==> src/shared/nsc_pkg.sv <==
// Constants and types shared by the station configuration block.
// Assumes a 125 MHz reference clock; no bus offsets are needed.
package nsc_pkg;
	// ==========================================================
	// Station numbers
	localparam logic [3:0] NSC_STN_UNASSIGNED = 4'h0;
	localparam logic [3:0] NSC_STN_MIN = 4'h1;
	localparam logic [3:0] NSC_STN_MAX = 4'h8;
	localparam logic [3:0] NSC_STN_MASTER = 4'h1;
	// ==========================================================
	// Bit rate selector codes
	typedef enum logic [2:0] {
		NSC_BR_10K = 3'h0,
		NSC_BR_20K = 3'h1,
		NSC_BR_50K = 3'h2,
		NSC_BR_125K = 3'h3,
		NSC_BR_250K = 3'h4,
		NSC_BR_500K = 3'h5,
		NSC_BR_1000K = 3'h6
	} nsc_baud_t;
	localparam nsc_baud_t NSC_BR_RESET = NSC_BR_125K;
	// ==========================================================
	// Pause multiplier and other reset values
	localparam logic [3:0] NSC_PMUL_RESET = 4'h0;
	localparam logic [3:0] NSC_PMUL_MAX = 4'hf;
	localparam logic NSC_SEND_IO_RESET = 1'b1;
	localparam logic NSC_FOLLOW_RESET = 1'b1;
	localparam logic NSC_REMOTE_IO_RESET = 1'b1;
	// ==========================================================
	// Register addresses of the plain register port
	localparam logic [3:0] NSC_A_STATION = 4'h0;
	localparam logic [3:0] NSC_A_BAUD = 4'h1;
	localparam logic [3:0] NSC_A_PAUSE = 4'h2;
	localparam logic [3:0] NSC_A_OPTIONS = 4'h3;
	localparam logic [3:0] NSC_A_STATUS = 4'h4;
	localparam logic [3:0] NSC_A_NETPAUSE = 4'h5;
	// Option bit positions.
	localparam int NSC_OPT_SEND_IO = 0;
	localparam int NSC_OPT_FOLLOW = 1;
	localparam int NSC_OPT_REMOTE_IO = 2;
	// Status bit positions.
	localparam int NSC_ST_VALID = 0;
	localparam int NSC_ST_RUN = 1;
	localparam int NSC_ST_REMOTE = 2;
	localparam int NSC_ST_TXBUSY = 3;
	// Pause time width in bits; the time counts clock cycles.
	localparam int NSC_PAUSE_W = 16;
	localparam logic [NSC_PAUSE_W-1:0] NSC_NETPAUSE_RESET = 16'h0010;
	// Clock rate for designers sizing the pause count.
	localparam int NSC_CLK_MHZ = 125;
	typedef enum {
		NSC_IDLE,
		NSC_WAIT_BUS,
		NSC_SEND,
		NSC_PAUSE
	} nsc_tx_state_t;
endpackage : nsc_pkg

==> src/shared/nsc_store_if.sv <==
// Interface between the station logic and its receive store.
// Assumes one clock shared by both modules.
`timescale 1ns/10ps
interface nsc_store_if #(parameter int AW = 3, parameter int DW = 16);
	logic we;
	logic [AW-1:0] waddr;
	logic [DW-1:0] wdata;
	logic [AW-1:0] raddr;
	logic [DW-1:0] rdata;
	modport owner (output we, output waddr, output wdata, output raddr,
		input rdata);
	modport mem (input we, input waddr, input wdata, input raddr,
		output rdata);
endinterface : nsc_store_if

==> src/design/nsc_station.sv <==
// Station parameters and transmit policy of one network station.
// Assumes a frame layer outside that reports bus activity and takes
// frames on a one-cycle request, and a program engine that pulses
// cycle start and end.
`timescale 1ns/10ps
// Operation
// - Station number resets to zero.
// - Only numbers one to eight count as valid addresses.
// - Bit rate resets to 125 kilobaud.
// - Bit rate selector accepts only the seven listed rates.
// - All stations share one bit rate, spread from station one.
// - Network pause between send cycles is determined by the network.
// - Pause multiplier resets to zero, leaving the pause unchanged.
// - Multiplier one to fifteen gives pause times one plus n.
// - Multiplier one doubles the pause.
// - All stations share one multiplier, spread from station one.
// - Change push resets enabled.
// - With push on, each I/O change goes out in its own telegram.
// - A station without program pushes every change regardless.
// - Follow master mode resets enabled.
// - Stations two to eight follow station one run and stop.
// - Program and display stations follow only in status or text view.
// - Remote I/O on a program-less station two to eight serves station one.
// - Loading a program clears remote I/O mode.
// - Display stations refuse remote I/O mode.
// - Only messages for our own number enter the receive store.
// - Send store changes go out only while the bus is idle.
// - Receive data feed program image; image refreshes send store.
module nsc_station
	import nsc_pkg::*;
#(
	parameter int AW = 3, // Receive store address width.
	parameter int DW = 16, // Data word width.
	parameter logic HAS_DISPLAY = 1'b0 // Station has a display.
) (
	input wire logic ref_clk_i, // Clock, 125 MHz.
	input wire logic reset_n_i, // Asynchronous reset, active low.
	input wire logic [3:0] reg_addr_i, // Register address.
	input wire logic [15:0] reg_wdata_i, // Register write data.
	input wire logic reg_wr_i, // Register write strobe.
	input wire logic reg_rd_i, // Register read strobe.
	output logic [15:0] reg_rdata_o, // Read data, one cycle later.
	input wire logic has_program_i, // A user program is loaded.
	input wire logic prog_load_i, // Pulse: a program was loaded.
	input wire logic status_view_i, // Screen shows status or text.
	input wire logic master_run_i, // Station one is in run mode.
	input wire logic master_mode_chg_i, // Pulse: station one changed mode.
	input wire logic local_run_i, // Local run request.
	input wire logic io_change_i, // Pulse: local input or output changed.
	input wire logic bus_busy_i, // A message is on the bus.
	input wire logic rx_valid_i, // Pulse: message received.
	input wire logic [3:0] rx_dest_i, // Message destination number.
	input wire logic [AW-1:0] rx_addr_i, // Message word index.
	input wire logic [DW-1:0] rx_data_i, // Message word.
	input wire logic cycle_start_i, // Pulse: program cycle begins.
	input wire logic cycle_end_i, // Pulse: program cycle ends.
	input wire logic [DW-1:0] image_out_i, // Updated image data.
	input wire logic [AW-1:0] image_addr_i, // Image word to load.
	input wire logic tx_done_i, // Pulse: frame layer sent the frame.
	output logic [DW-1:0] image_in_o, // Word copied into program image.
	output logic image_we_o, // Image word valid.
	output logic tx_req_o, // Pulse: send a user-data frame.
	output logic tx_change_o, // Frame is a change-push telegram.
	output logic [DW-1:0] tx_data_o, // Frame data.
	output logic [2:0] baud_o, // Selected bit rate code.
	output logic run_o, // Station in run mode.
	output logic remote_io_o // Station acts as remote I/O unit.
);
	logic [3:0] station_number_r;
	nsc_baud_t baud_r;
	logic [3:0] pause_multiplier_r;
	logic send_io_r;
	logic follow_r;
	logic remote_io_en_r;
	logic [NSC_PAUSE_W-1:0] net_pause_time_r;
	logic run_r;
	logic [DW-1:0] send_store_r;
	logic send_dirty_r;
	logic change_pend_r;
	nsc_tx_state_t state_r;
	logic [NSC_PAUSE_W+3:0] pause_cnt_r;
	logic [AW-1:0] img_cnt_r;
	logic img_busy_r;
	logic img_rd_r;
	logic station_valid;
	logic follower;
	logic remote_active;
	logic push_change;
	logic launch;

	nsc_store_if #(.AW(AW), .DW(DW)) rx_if ();

	// ==========================================================
	// Helpers
	function automatic logic nsc_in_range(input logic [3:0] n,
		input logic [3:0] lo);
		nsc_in_range = (n >= lo) && (n <= NSC_STN_MAX);
	endfunction : nsc_in_range

	// The top code is reserved, so a write of it leaves the rate alone.
	function automatic logic nsc_baud_ok(input logic [2:0] c);
		nsc_baud_ok = (c <= 3'(NSC_BR_1000K));
	endfunction : nsc_baud_ok

	assign station_valid = nsc_in_range(station_number_r, NSC_STN_MIN);
	assign follower = follow_r &&
		nsc_in_range(station_number_r, NSC_STN_MIN + 4'h1);
	// Display stations never become remote units.
	assign remote_active = remote_io_en_r && !has_program_i && !HAS_DISPLAY &&
		nsc_in_range(station_number_r, NSC_STN_MIN + 4'h1);
	// A program-less unit has no other way to report its I/O.
	assign push_change = io_change_i &&
		(send_io_r || !has_program_i);
	// The frame request goes out the cycle after the sequencer sees a free bus.
	assign launch = (state_r == NSC_WAIT_BUS) && station_valid &&
		!bus_busy_i;

	// ==========================================================
	// Configuration registers
	always_ff @(posedge ref_clk_i or negedge reset_n_i) begin
		if (!reset_n_i) begin
			station_number_r <= NSC_STN_UNASSIGNED;
			baud_r <= NSC_BR_RESET;
			pause_multiplier_r <= NSC_PMUL_RESET;
			send_io_r <= NSC_SEND_IO_RESET;
			follow_r <= NSC_FOLLOW_RESET;
			remote_io_en_r <= NSC_REMOTE_IO_RESET;
			net_pause_time_r <= NSC_NETPAUSE_RESET;
		end else begin
			if (reg_wr_i) begin
				case (reg_addr_i)
					NSC_A_STATION: begin
						// Out-of-range numbers fall back to unassigned.
						if (nsc_in_range(reg_wdata_i[3:0], NSC_STN_MIN)) begin
							station_number_r <= reg_wdata_i[3:0];
						end else begin
							station_number_r <= NSC_STN_UNASSIGNED;
						end
					end
					NSC_A_BAUD: begin
						if (nsc_baud_ok(reg_wdata_i[2:0])) begin
							baud_r <= nsc_baud_t'(reg_wdata_i[2:0]);
						end
					end
					NSC_A_PAUSE: begin
						pause_multiplier_r <= reg_wdata_i[3:0];
					end
					NSC_A_OPTIONS: begin
						send_io_r <= reg_wdata_i[NSC_OPT_SEND_IO];
						follow_r <= reg_wdata_i[NSC_OPT_FOLLOW];
						remote_io_en_r <= reg_wdata_i[NSC_OPT_REMOTE_IO] &&
							!HAS_DISPLAY;
					end
					NSC_A_NETPAUSE: begin
						// Pause agreed among stations, given by the frame layer.
						net_pause_time_r <= reg_wdata_i;
					end
					default: begin
					end
				endcase
			end
			// A program load wins over a same-cycle option write.
			if (prog_load_i) begin
				remote_io_en_r <= 1'b0;
			end
		end
	end

	// ==========================================================
	// Register read port
	always_ff @(posedge ref_clk_i or negedge reset_n_i) begin
		if (!reset_n_i) begin
			reg_rdata_o <= 16'h0000;
		end else if (reg_rd_i) begin
			case (reg_addr_i)
				NSC_A_STATION: reg_rdata_o <= {12'h000, station_number_r};
				NSC_A_BAUD: reg_rdata_o <= {13'h0, baud_r};
				NSC_A_PAUSE: reg_rdata_o <= {12'h000, pause_multiplier_r};
				NSC_A_OPTIONS: begin
					reg_rdata_o <= {13'h0, remote_io_en_r, follow_r, send_io_r};
				end
				// Transmit busy covers the pause as well as the frame.
				NSC_A_STATUS: begin
					reg_rdata_o <= {12'h000, (state_r != NSC_IDLE),
						remote_active, run_r, station_valid};
				end
				NSC_A_NETPAUSE: reg_rdata_o <= net_pause_time_r;
				default: reg_rdata_o <= 16'h0000;
			endcase
		end else begin
			reg_rdata_o <= 16'h0000;
		end
	end

	// ==========================================================
	// Run and stop
	always_ff @(posedge ref_clk_i or negedge reset_n_i) begin
		if (!reset_n_i) begin
			run_r <= 1'b0;
		end else if (remote_active) begin
			run_r <= master_run_i;
		end else if (follower && master_mode_chg_i) begin
			// A display station with a program only follows in status view.
			if (!(HAS_DISPLAY && has_program_i) || status_view_i) begin
				run_r <= master_run_i;
			end
		end else if (!follower || station_number_r == NSC_STN_MASTER) begin
			// Station one never follows; it keeps its own run request.
			run_r <= local_run_i;
		end
	end

	// ==========================================================
	// Receive store and program image transfer
	assign rx_if.we = rx_valid_i && station_valid &&
		(rx_dest_i == station_number_r);
	assign rx_if.waddr = rx_addr_i;
	assign rx_if.wdata = rx_data_i;
	assign rx_if.raddr = img_cnt_r;

	nsc_store #(.AW(AW), .DW(DW)) u_rx_store (
		.ref_clk_i(ref_clk_i),
		.bus(rx_if.mem)
	);

	// The whole store walks into the image at each cycle start.
	// A start pulse during a walk is ignored, so no half copy is taken.
	always_ff @(posedge ref_clk_i or negedge reset_n_i) begin
		if (!reset_n_i) begin
			img_cnt_r <= '0;
			img_busy_r <= 1'b0;
			img_rd_r <= 1'b0;
			image_we_o <= 1'b0;
			image_in_o <= '0;
		end else begin
			img_rd_r <= img_busy_r;
			image_we_o <= img_rd_r;
			image_in_o <= rx_if.rdata;
			if (cycle_start_i && !img_busy_r) begin
				img_busy_r <= 1'b1;
				img_cnt_r <= '0;
			end else if (img_busy_r) begin
				img_cnt_r <= img_cnt_r + 1'b1;
				if (&img_cnt_r) begin
					img_busy_r <= 1'b0;
				end
			end
		end
	end

	// ==========================================================
	// Send store and change push
	always_ff @(posedge ref_clk_i or negedge reset_n_i) begin
		if (!reset_n_i) begin
			send_store_r <= '0;
			send_dirty_r <= 1'b0;
			change_pend_r <= 1'b0;
		end else begin
			if (cycle_end_i && image_out_i != send_store_r) begin
				send_store_r <= image_out_i;
				send_dirty_r <= 1'b1;
			end else if (launch && !change_pend_r) begin
				// Cleared at a launch with no push pending, so an update while the frame is out
				// raises the flag again instead of being lost.
				send_dirty_r <= 1'b0;
			end
			// A new change in the launch cycle keeps the push pending.
			if (push_change) begin
				change_pend_r <= 1'b1;
			end else if (launch) begin
				change_pend_r <= 1'b0;
			end
		end
	end

	// ==========================================================
	// Transmit sequencer with stretched pause
	always_ff @(posedge ref_clk_i or negedge reset_n_i) begin
		if (!reset_n_i) begin
			state_r <= NSC_IDLE;
			pause_cnt_r <= '0;
			tx_req_o <= 1'b0;
			tx_change_o <= 1'b0;
			tx_data_o <= '0;
		end else begin
			tx_req_o <= 1'b0;
			case (state_r)
				NSC_IDLE: begin
					if ((send_dirty_r || change_pend_r) && station_valid) begin
						state_r <= NSC_WAIT_BUS;
					end
				end
				NSC_WAIT_BUS: begin
					if (!station_valid) begin
						state_r <= NSC_IDLE;
					end else if (!bus_busy_i) begin
						state_r <= NSC_SEND;
						tx_req_o <= 1'b1;
						tx_change_o <= change_pend_r;
						tx_data_o <= send_store_r;
					end
				end
				NSC_SEND: begin
					if (tx_done_i) begin
						state_r <= NSC_PAUSE;
						// Pause is the net pause times one plus n; four spare
						// bits keep the largest product from wrapping.
						pause_cnt_r <= {4'h0, net_pause_time_r} *
							({{NSC_PAUSE_W{1'b0}}, pause_multiplier_r} +
							1'b1);
					end
				end
				NSC_PAUSE: begin
					if (pause_cnt_r <= 1) begin
						state_r <= NSC_IDLE;
						pause_cnt_r <= '0;
					end else begin
						pause_cnt_r <= pause_cnt_r - 1'b1;
					end
				end
				default: state_r <= NSC_IDLE;
			endcase
		end
	end

	// ==========================================================
	// Output registers
	// Registered so the pins never show a decode glitch.
	always_ff @(posedge ref_clk_i or negedge reset_n_i) begin
		if (!reset_n_i) begin
			baud_o <= 3'(NSC_BR_RESET);
			run_o <= 1'b0;
			remote_io_o <= 1'b0;
		end else begin
			baud_o <= baud_r;
			run_o <= run_r;
			remote_io_o <= remote_active;
		end
	end
endmodule : nsc_station

==> src/design/nsc_store.sv <==
// Small word store used as the receive store of one station.
// Assumes the owner writes and reads on the same clock.
`timescale 1ns/10ps
module nsc_store #(
	parameter int AW = 3, // Address width.
	parameter int DW = 16 // Word width.
) (
	input wire logic ref_clk_i, // Clock.
	nsc_store_if.mem bus // Store port.
);
	logic [DW-1:0] mem_r [0:(1<<AW)-1];
	logic [DW-1:0] rdata_r;

	// ==========================================================
	// Storage with registered read.
	always_ff @(posedge ref_clk_i) begin
		if (bus.we) begin
			mem_r[bus.waddr] <= bus.wdata;
		end
		rdata_r <= mem_r[bus.raddr];
	end
	assign bus.rdata = rdata_r;
endmodule : nsc_store

==> config.mk <==
export PLATFORM = sky130hd
export DESIGN_NAME = nsc_station
export DESIGN_NICKNAME = d
export VERILOG_FILES = /design/src/shared/nsc_pkg.sv /design/src/shared/nsc_store_if.sv /design/src/design/nsc_station.sv /design/src/design/nsc_store.sv
export SDC_FILE = /design/constraint.sdc
export NUM_CORES = 1
export LEC_CHECK = 0
export BUFFER_PORTS_ARGS = -buffer_cell sky130_fd_sc_hd__buf_2
export CORE_UTILIZATION = 45
export CTS_BUF_LIST = sky130_fd_sc_hd__clkbuf_4 sky130_fd_sc_hd__clkbuf_8 sky130_fd_sc_hd__clkbuf_16
export DETAILED_ROUTE_END_ITERATION = 12
export PLACE_DENSITY_LB_ADDON = 0.05
export REMOVE_ABC_BUFFERS = 1
export SLEW_MARGIN = 20
export SYNTH_ARGS = -nofsm -noshare
export SYNTH_HDL_FRONTEND = slang
export SYNTH_SLANG_ARGS = --single-unit
export TNS_END_PERCENT = 50
==> constraint.sdc <==
create_clock -name ref_clk_i -period 13.1 [get_ports ref_clk_i]
set_input_delay 1.965 -clock ref_clk_i [delete_from_list [all_inputs] [get_ports ref_clk_i]]
set_output_delay 1.965 -clock ref_clk_i [all_outputs]
set_load 0.02 [all_outputs]
Word level (Yosys, flattened, before mapping)
Memories as Yosys holds them, arrays and structs flattened. A register that Yosys moved wholly into a read port is not among the register bits. Index checks and enable logic that the tools add are counted.

Add/sub/neg operators: 3. Div/mod/pow operators: 0. Equality and inequality tests: 16. Bitwise logic cells: 1. Mux-type cells: 32. Reduce and logical (&&, ||, !) cells: 44. $mul: 1. Shift operators: 0. Order comparisons: 7.

Operator list (number): $mux W32 (5); $pmux W32 S4 (1); $eq A32 B2 Y1 const B (3); $pmux W16 S6 (1); $mux W20 (2); $pmux W20 S2 (1); $eq A32 B1 Y1 const B (1); $logic_not A32 Y1 (1); $reduce_bool A32 Y1 (1); $le A20 B1 Y1 const B (1); $mul A16 B5 Y20 (1); $sub A20 B1 Y20 const B (1); $mux W1 (18); $logic_and A1 B1 Y1 (16); $mux W16 (1); $ne A16 B16 Y1 (1); $reduce_and A2 Y1 (6); $reduce_bool A2 Y1 (6); $reduce_and A3 Y1 (3); $eq A4 B1 Y1 const B (2); $eq A4 B2 Y1 const B (2); $eq A4 B3 Y1 const B (2); $ge A4 B1 Y1 const B (2); $le A4 B4 Y1 const B (2); 15 further kinds (24).

Bits in latches: 0. ROM bits: 0. RAM bits: 128. Flip-flop bits (word level): 162. Memories: 1. Bits of input ports: 78.

Memory list: u_rx_store.mem_r (words 8, width 16, read ports 1, clocked after Yosys merged registers in 1, write ports 1, RTL line nsc_store.sv:11) `logic [DW-1:0] mem_r [0:(1<<AW)-1];`.

Logic depth before layout (Yosys ltp)
Depth in word-level cells: 8. Gate-level depth with buffers: 18.

Cells and area by module
Synthesis repeated with hierarchy kept, for this count alone.

Cell total of the unflattened synthesis: 980. Area total of the unflattened synthesis: 13450.4 um^2.

Modules (own cells, without submodules): nsc_station (cells an instance 766, area an instance 8156.6 um^2, times used 1); nsc_store (cells an instance 214, area an instance 5293.8 um^2, times used 1).

Worst setup path after synthesis
No wires, ideal clock.

Kind: register -> register. From: register pause_multiplier_r[0]. To: register pause_cnt_r[16]. Arrival time: 4389 ps. Buffers on the path: 1. Setup time: 131 ps. Slack: 8580 ps. Stages on the path, launching flop included: 18. Cell sequence: dfrtp_1 -> ha_1 -> and3_1 -> clkbuf_1 -> and2_1 -> fa_1 -> fa_1 -> inv_1 -> fa_1 -> inv_1 -> ha_1 -> a21oi_1 -> o21ai_0 -> a21oi_1 -> o21ai_0 -> a311oi_1 -> xor2_1 -> o21ai_1.

Longest elaborated chain between the ends: 4.

Ends and longest elaborated chain: start: declaration (RTL line nsc_station.sv:71) `logic [3:0] pause_multiplier_r;`; start signal: assignment (RTL line nsc_station.sv:146) `pause_multiplier_r <= reg_wdata_i[3:0];`; $add A4 B1 Y5 (RTL line nsc_station.sv:309) `({{NSC_PAUSE_W{1'b0}}, pause_multiplier_r} +`; $mul A16 B5 Y20 (RTL line nsc_station.sv:308) `pause_cnt_r <= {4'h0, net_pause_time_r} *`; $mux W20 (RTL line nsc_station.sv:304) `if (tx_done_i) begin`; $pmux W20 S2 (RTL line nsc_station.sv:287) `case (state_r)`; end signal: assignment (RTL line nsc_station.sv:308); end signal: assignment (RTL line nsc_station.sv:318) `pause_cnt_r <= pause_cnt_r - 1'b1;`; end: declaration (RTL line nsc_station.sv:81) `logic [NSC_PAUSE_W+3:0] pause_cnt_r;`.

Every way passes these cells. The select of a mux whose other input is x is not followed. A chain may end at the register's enable or synchronous reset.

Worst setup path in the final report
Same ends and word-level chain as after synthesis.

==> impl_metrics.json <==
{
  "setup_slack_ns": 7.963,
  "clk_pin_slew_ns": 0.06,
  "worstReg2RegEnd": "pause_cnt_r[16]",
  "period_needed_ns": 5.137,
  "use_met2_pct": 32.10,
  "htree_levels": 1,
  "holdCritPathClass": "reg -> reg",
  "report.final.hold_viol_count": 0,
  "rsz0062_at_grt": "no",
  "wl_per_cell_um": 17.63,
  "core-area_mm2": 0.02894,
  "status": "finished, final reports clean",
  "synthArstFlopShare_pct": 47.83,
  "syn_area_mm2": 0.01331,
  "antenna_found_initial": 5,
  "start_kind": "register",
  "cp.depth": 16,
  "slew_viol_final": 0,
  "yosys_warnings": 0,
  "clockBufferDepth": 3,
  "arrival_ns": 5.53,
  "synth_edf_count": 128,
  "drv_cap": 0,
  "worstReg2RegStart": "pause_multiplier_r[0]",
  "clock_latency_ns": 0.55,
  "synth.distinct_cells": 69,
  "initial_utilization_pct": 46.00,
  "via_per_inst": 5.247,
  "worst_pin_slew_ns": 0.9585,
  "endpoint_kind": "register",
  "grt_max_degree": 81,
  "fp.dieW_um": 174.0,
  "cts_setup_buffers": 0,
  "finalSetupViolCount": 0,
  "cpMostUsedCell": "fa_1",
  "timing.hold.ws_ns": 0.3219,
  "pin_count": 134,
  "die_area_mm2": 0.03027,
  "cts_made_buffers": 30,
  "gr-usage-met1_pct": 24.19,
  "fmaxAchievable_mhz": 194.7,
  "grt_use_met3_pct": 3.565,
  "busiest_layer": "met2",
  "cts_hold_buf": 0,
  "grt_pass1_wl_um": 44480,
  "final_layout_size_suffix_gt1_share_pct": 28.00,
  "chipHeight_um": 174.0,
  "drt_iter0_markers": 447,
  "fin_util_pct": 53.46,
  "seq_area_frac_synth_pct": 56.17,
  "clockRootBuffer": "clkbuf_16",
  "clkSinkCount": 276,
  "wirelength_um": 27240,
  "syn_avg_cell_area_um2": 13.39,
  "fin_cells": 1545,
  "power_density_mw_per_mm2": 219.1,
  "crit_path_top_delay_cell": "fa_1",
  "r2r_slack_ns": 7.96,
  "drtAntennaViolNets": 0,
  "grt_usage_pct": 18.50,
  "gp_congestion": 0.7809,
  "cts_tree": "built",
  "critPathMaxStageDelay_ns": 0.56,
  "io_buffers": 129,
  "crit_fanout": 16,
  "mostFrequentLayoutCells": "buf_2, edfxtp_1, dfrtp_1, inv_1, mux2_2",
  "synth_flop_cell": "edfxtp_1",
  "ys_ff_latch": 276,
  "drtPass1Iterations": 4,
  "whs_endpoint": "image_in_o[9]",
  "grt_pass1_vias": 8342,
  "worstPathCellList": "ha_1 -> xor2_2 -> and2_1 -> fa_1 -> fa_1 -> inv_1 -> fa_1 -> inv_1 -> ha_1 -> a21oi_1 -> o21ai_0 -> a21oi_1 -> o21ai_0 -> a311oi_1 -> xor2_1 -> o21ai_1",
  "slew_headroom_pct": 36.10,
  "cp_data_required_time_ns": 13.50,
  "rows": 62,
  "holdPathStages": 0,
  "final_nets": 1285,
  "setup_tns_ns": 0,
  "synth_cells": 994,
  "pre_cts_ws_ns": 7.670,
  "critical_path_class": "reg -> reg",
  "cts_resized": 0,
  "leakage_nw": 6.488,
  "cp_num_buf_inv": 2,
  "fin_skew_ns": 0.02396,
  "drc_errors": 0,
  "ir_drop_uv": 179.7,
  "syn2layout_area_growth_pct": 16.20,
  "fin_crit_sh_pct": 39.21,
  "dr_total_vias": 8106,
  "cp_top_family": "adder cells",
  "dp.cells": 1485,
  "grt.overflow.total": 0,
  "reg2regPathDepth": 16,
  "min_from": "u_rx_store.bus.rdata[9]",
  "dp_hpwl_um": 18730
}
[per-layer routing]
metal | up-vias | share of wire (%) | routed length (µm)
li1 | 3859 | - | -
met1 | 4111 | 44 | 12070
met2 | 106 | 50 | 13690
met3 | 28 | 4.2 | 1147
met4 | 2 | 1.2 | 322
met5 | - | 0.048 | 13
[how the worst max path moves through the flow]
| stage | startpoint | endpoint | slack (ns) |
|---|---|---|---|
| 6_report | pause_multiplier_r[0] | pause_cnt_r[16] | 7.96 |
| 5_1_grt | pause_multiplier_r[0] | pause_cnt_r[16] | 7.55 |
| 4_1_cts | pause_multiplier_r[0] | pause_cnt_r[16] | 7.64 |
| 3_5_place_dp | pause_multiplier_r[0] | pause_cnt_r[16] | 7.67 |
| 3_3_place_gp | pause_multiplier_r[0] | pause_cnt_r[16] | 7.72 |
| 2_1_floorplan | bus_busy_i | send_dirty_r | 8.47 |
[kinds of logic (layout without fill, tap and decap cells)]
group / Yosys count / in the layout / share of synthesized area [%]
fa+ha+maj: 74 / 74 / 9.268
compound gates: 139 / 139 / 6.608
flops: 276 / 276 / 56.17
simple gates: 243 / 243 / 9.841
mux: 112 / 112 / 12.21
buf+inv: 111 / 274 / 3.337
xor+xnor: 39 / 39 / 2.566
other cells: 0 / 4 / 0
[report_power, final]
part	leakage, nW	switching (mW)	total [mW]	internal (mW)
combinational	3.10	0.753	1.33	0.582
sequential	2.88	0.127	1.20	1.07
clock	0.508	0.339	0.858	0.519
total	6.49	1.22	3.39	2.17
[cell usage after synthesis (5+ instances only)]
cell,count,area [µm²]
edfxtp_1,128,3844
dfrtp_1,124,3103
inv_1,73,274.0
mux2_2,73,822.0
nand2_1,55,206.5
fa_1,41,820.8
and2_1,40,250.2
nor2_1,38,142.6
a21oi_1,36,180.2
ha_1,33,412.9
mux4_2,33,743.2
clkbuf_1,29,108.9
o21ai_0,28,140.1
xnor2_1,27,236.5
o21ai_1,19,95.09
and3_1,18,112.6
nor2b_1,18,112.6
dfxtp_1,16,320.3
nor3_1,13,65.06
xor2_1,12,105.1
nor4_1,11,68.82
nand2b_1,10,62.56
nand3_1,10,50.05
dfstp_2,8,210.2
nand4_1,8,50.05
a21o_1,7,52.55
a31oi_1,7,43.79
mux2i_1,6,60.06
o22a_1,5,43.79
[per-stage QoR]
stage                     total power [mW]  instance area, µm²
after global placement               2.552               14420
after global routing                 3.657               15460
after floorplan                      2.195               13140
after CTS                            3.434               15450
after detailed placement             2.565               14420
final                                3.389               15470
[registers in the layout, indices dropped and copies added (netlist names), 2 cells and up]
| name | count |
|---|---|
| pause_multiplier_r | 4 |
| img_cnt_r | 3 |
| u_rx_store.bus.rdata | 16 |
| image_in_o | 16 |
| pause_cnt_r | 20 |
| send_store_r | 16 |
| net_pause_time_r | 16 |
| baud_o | 3 |
| tx_data_o | 16 |
| state_r | 2 |
| baud_r | 3 |
| station_number_r | 4 |
| reg_rdata_o | 16 |
| u_rx_store.mem_r | 128 |
[area by class of cell]
cell class / count / area, µm²
clock buffer: 35 / 807.0
inverter: 73 / 274.0
fill: 2482 / 13470
timing repair buffer: 145 / 775.7
tap: 384 / 480.5
clock inverter: 21 / 217.7
antenna: 4 / 10.01
multi-input combinational: 607 / 5425
sequential: 276 / 7478
Note: power is estimated with default switching activity, not from simulation.
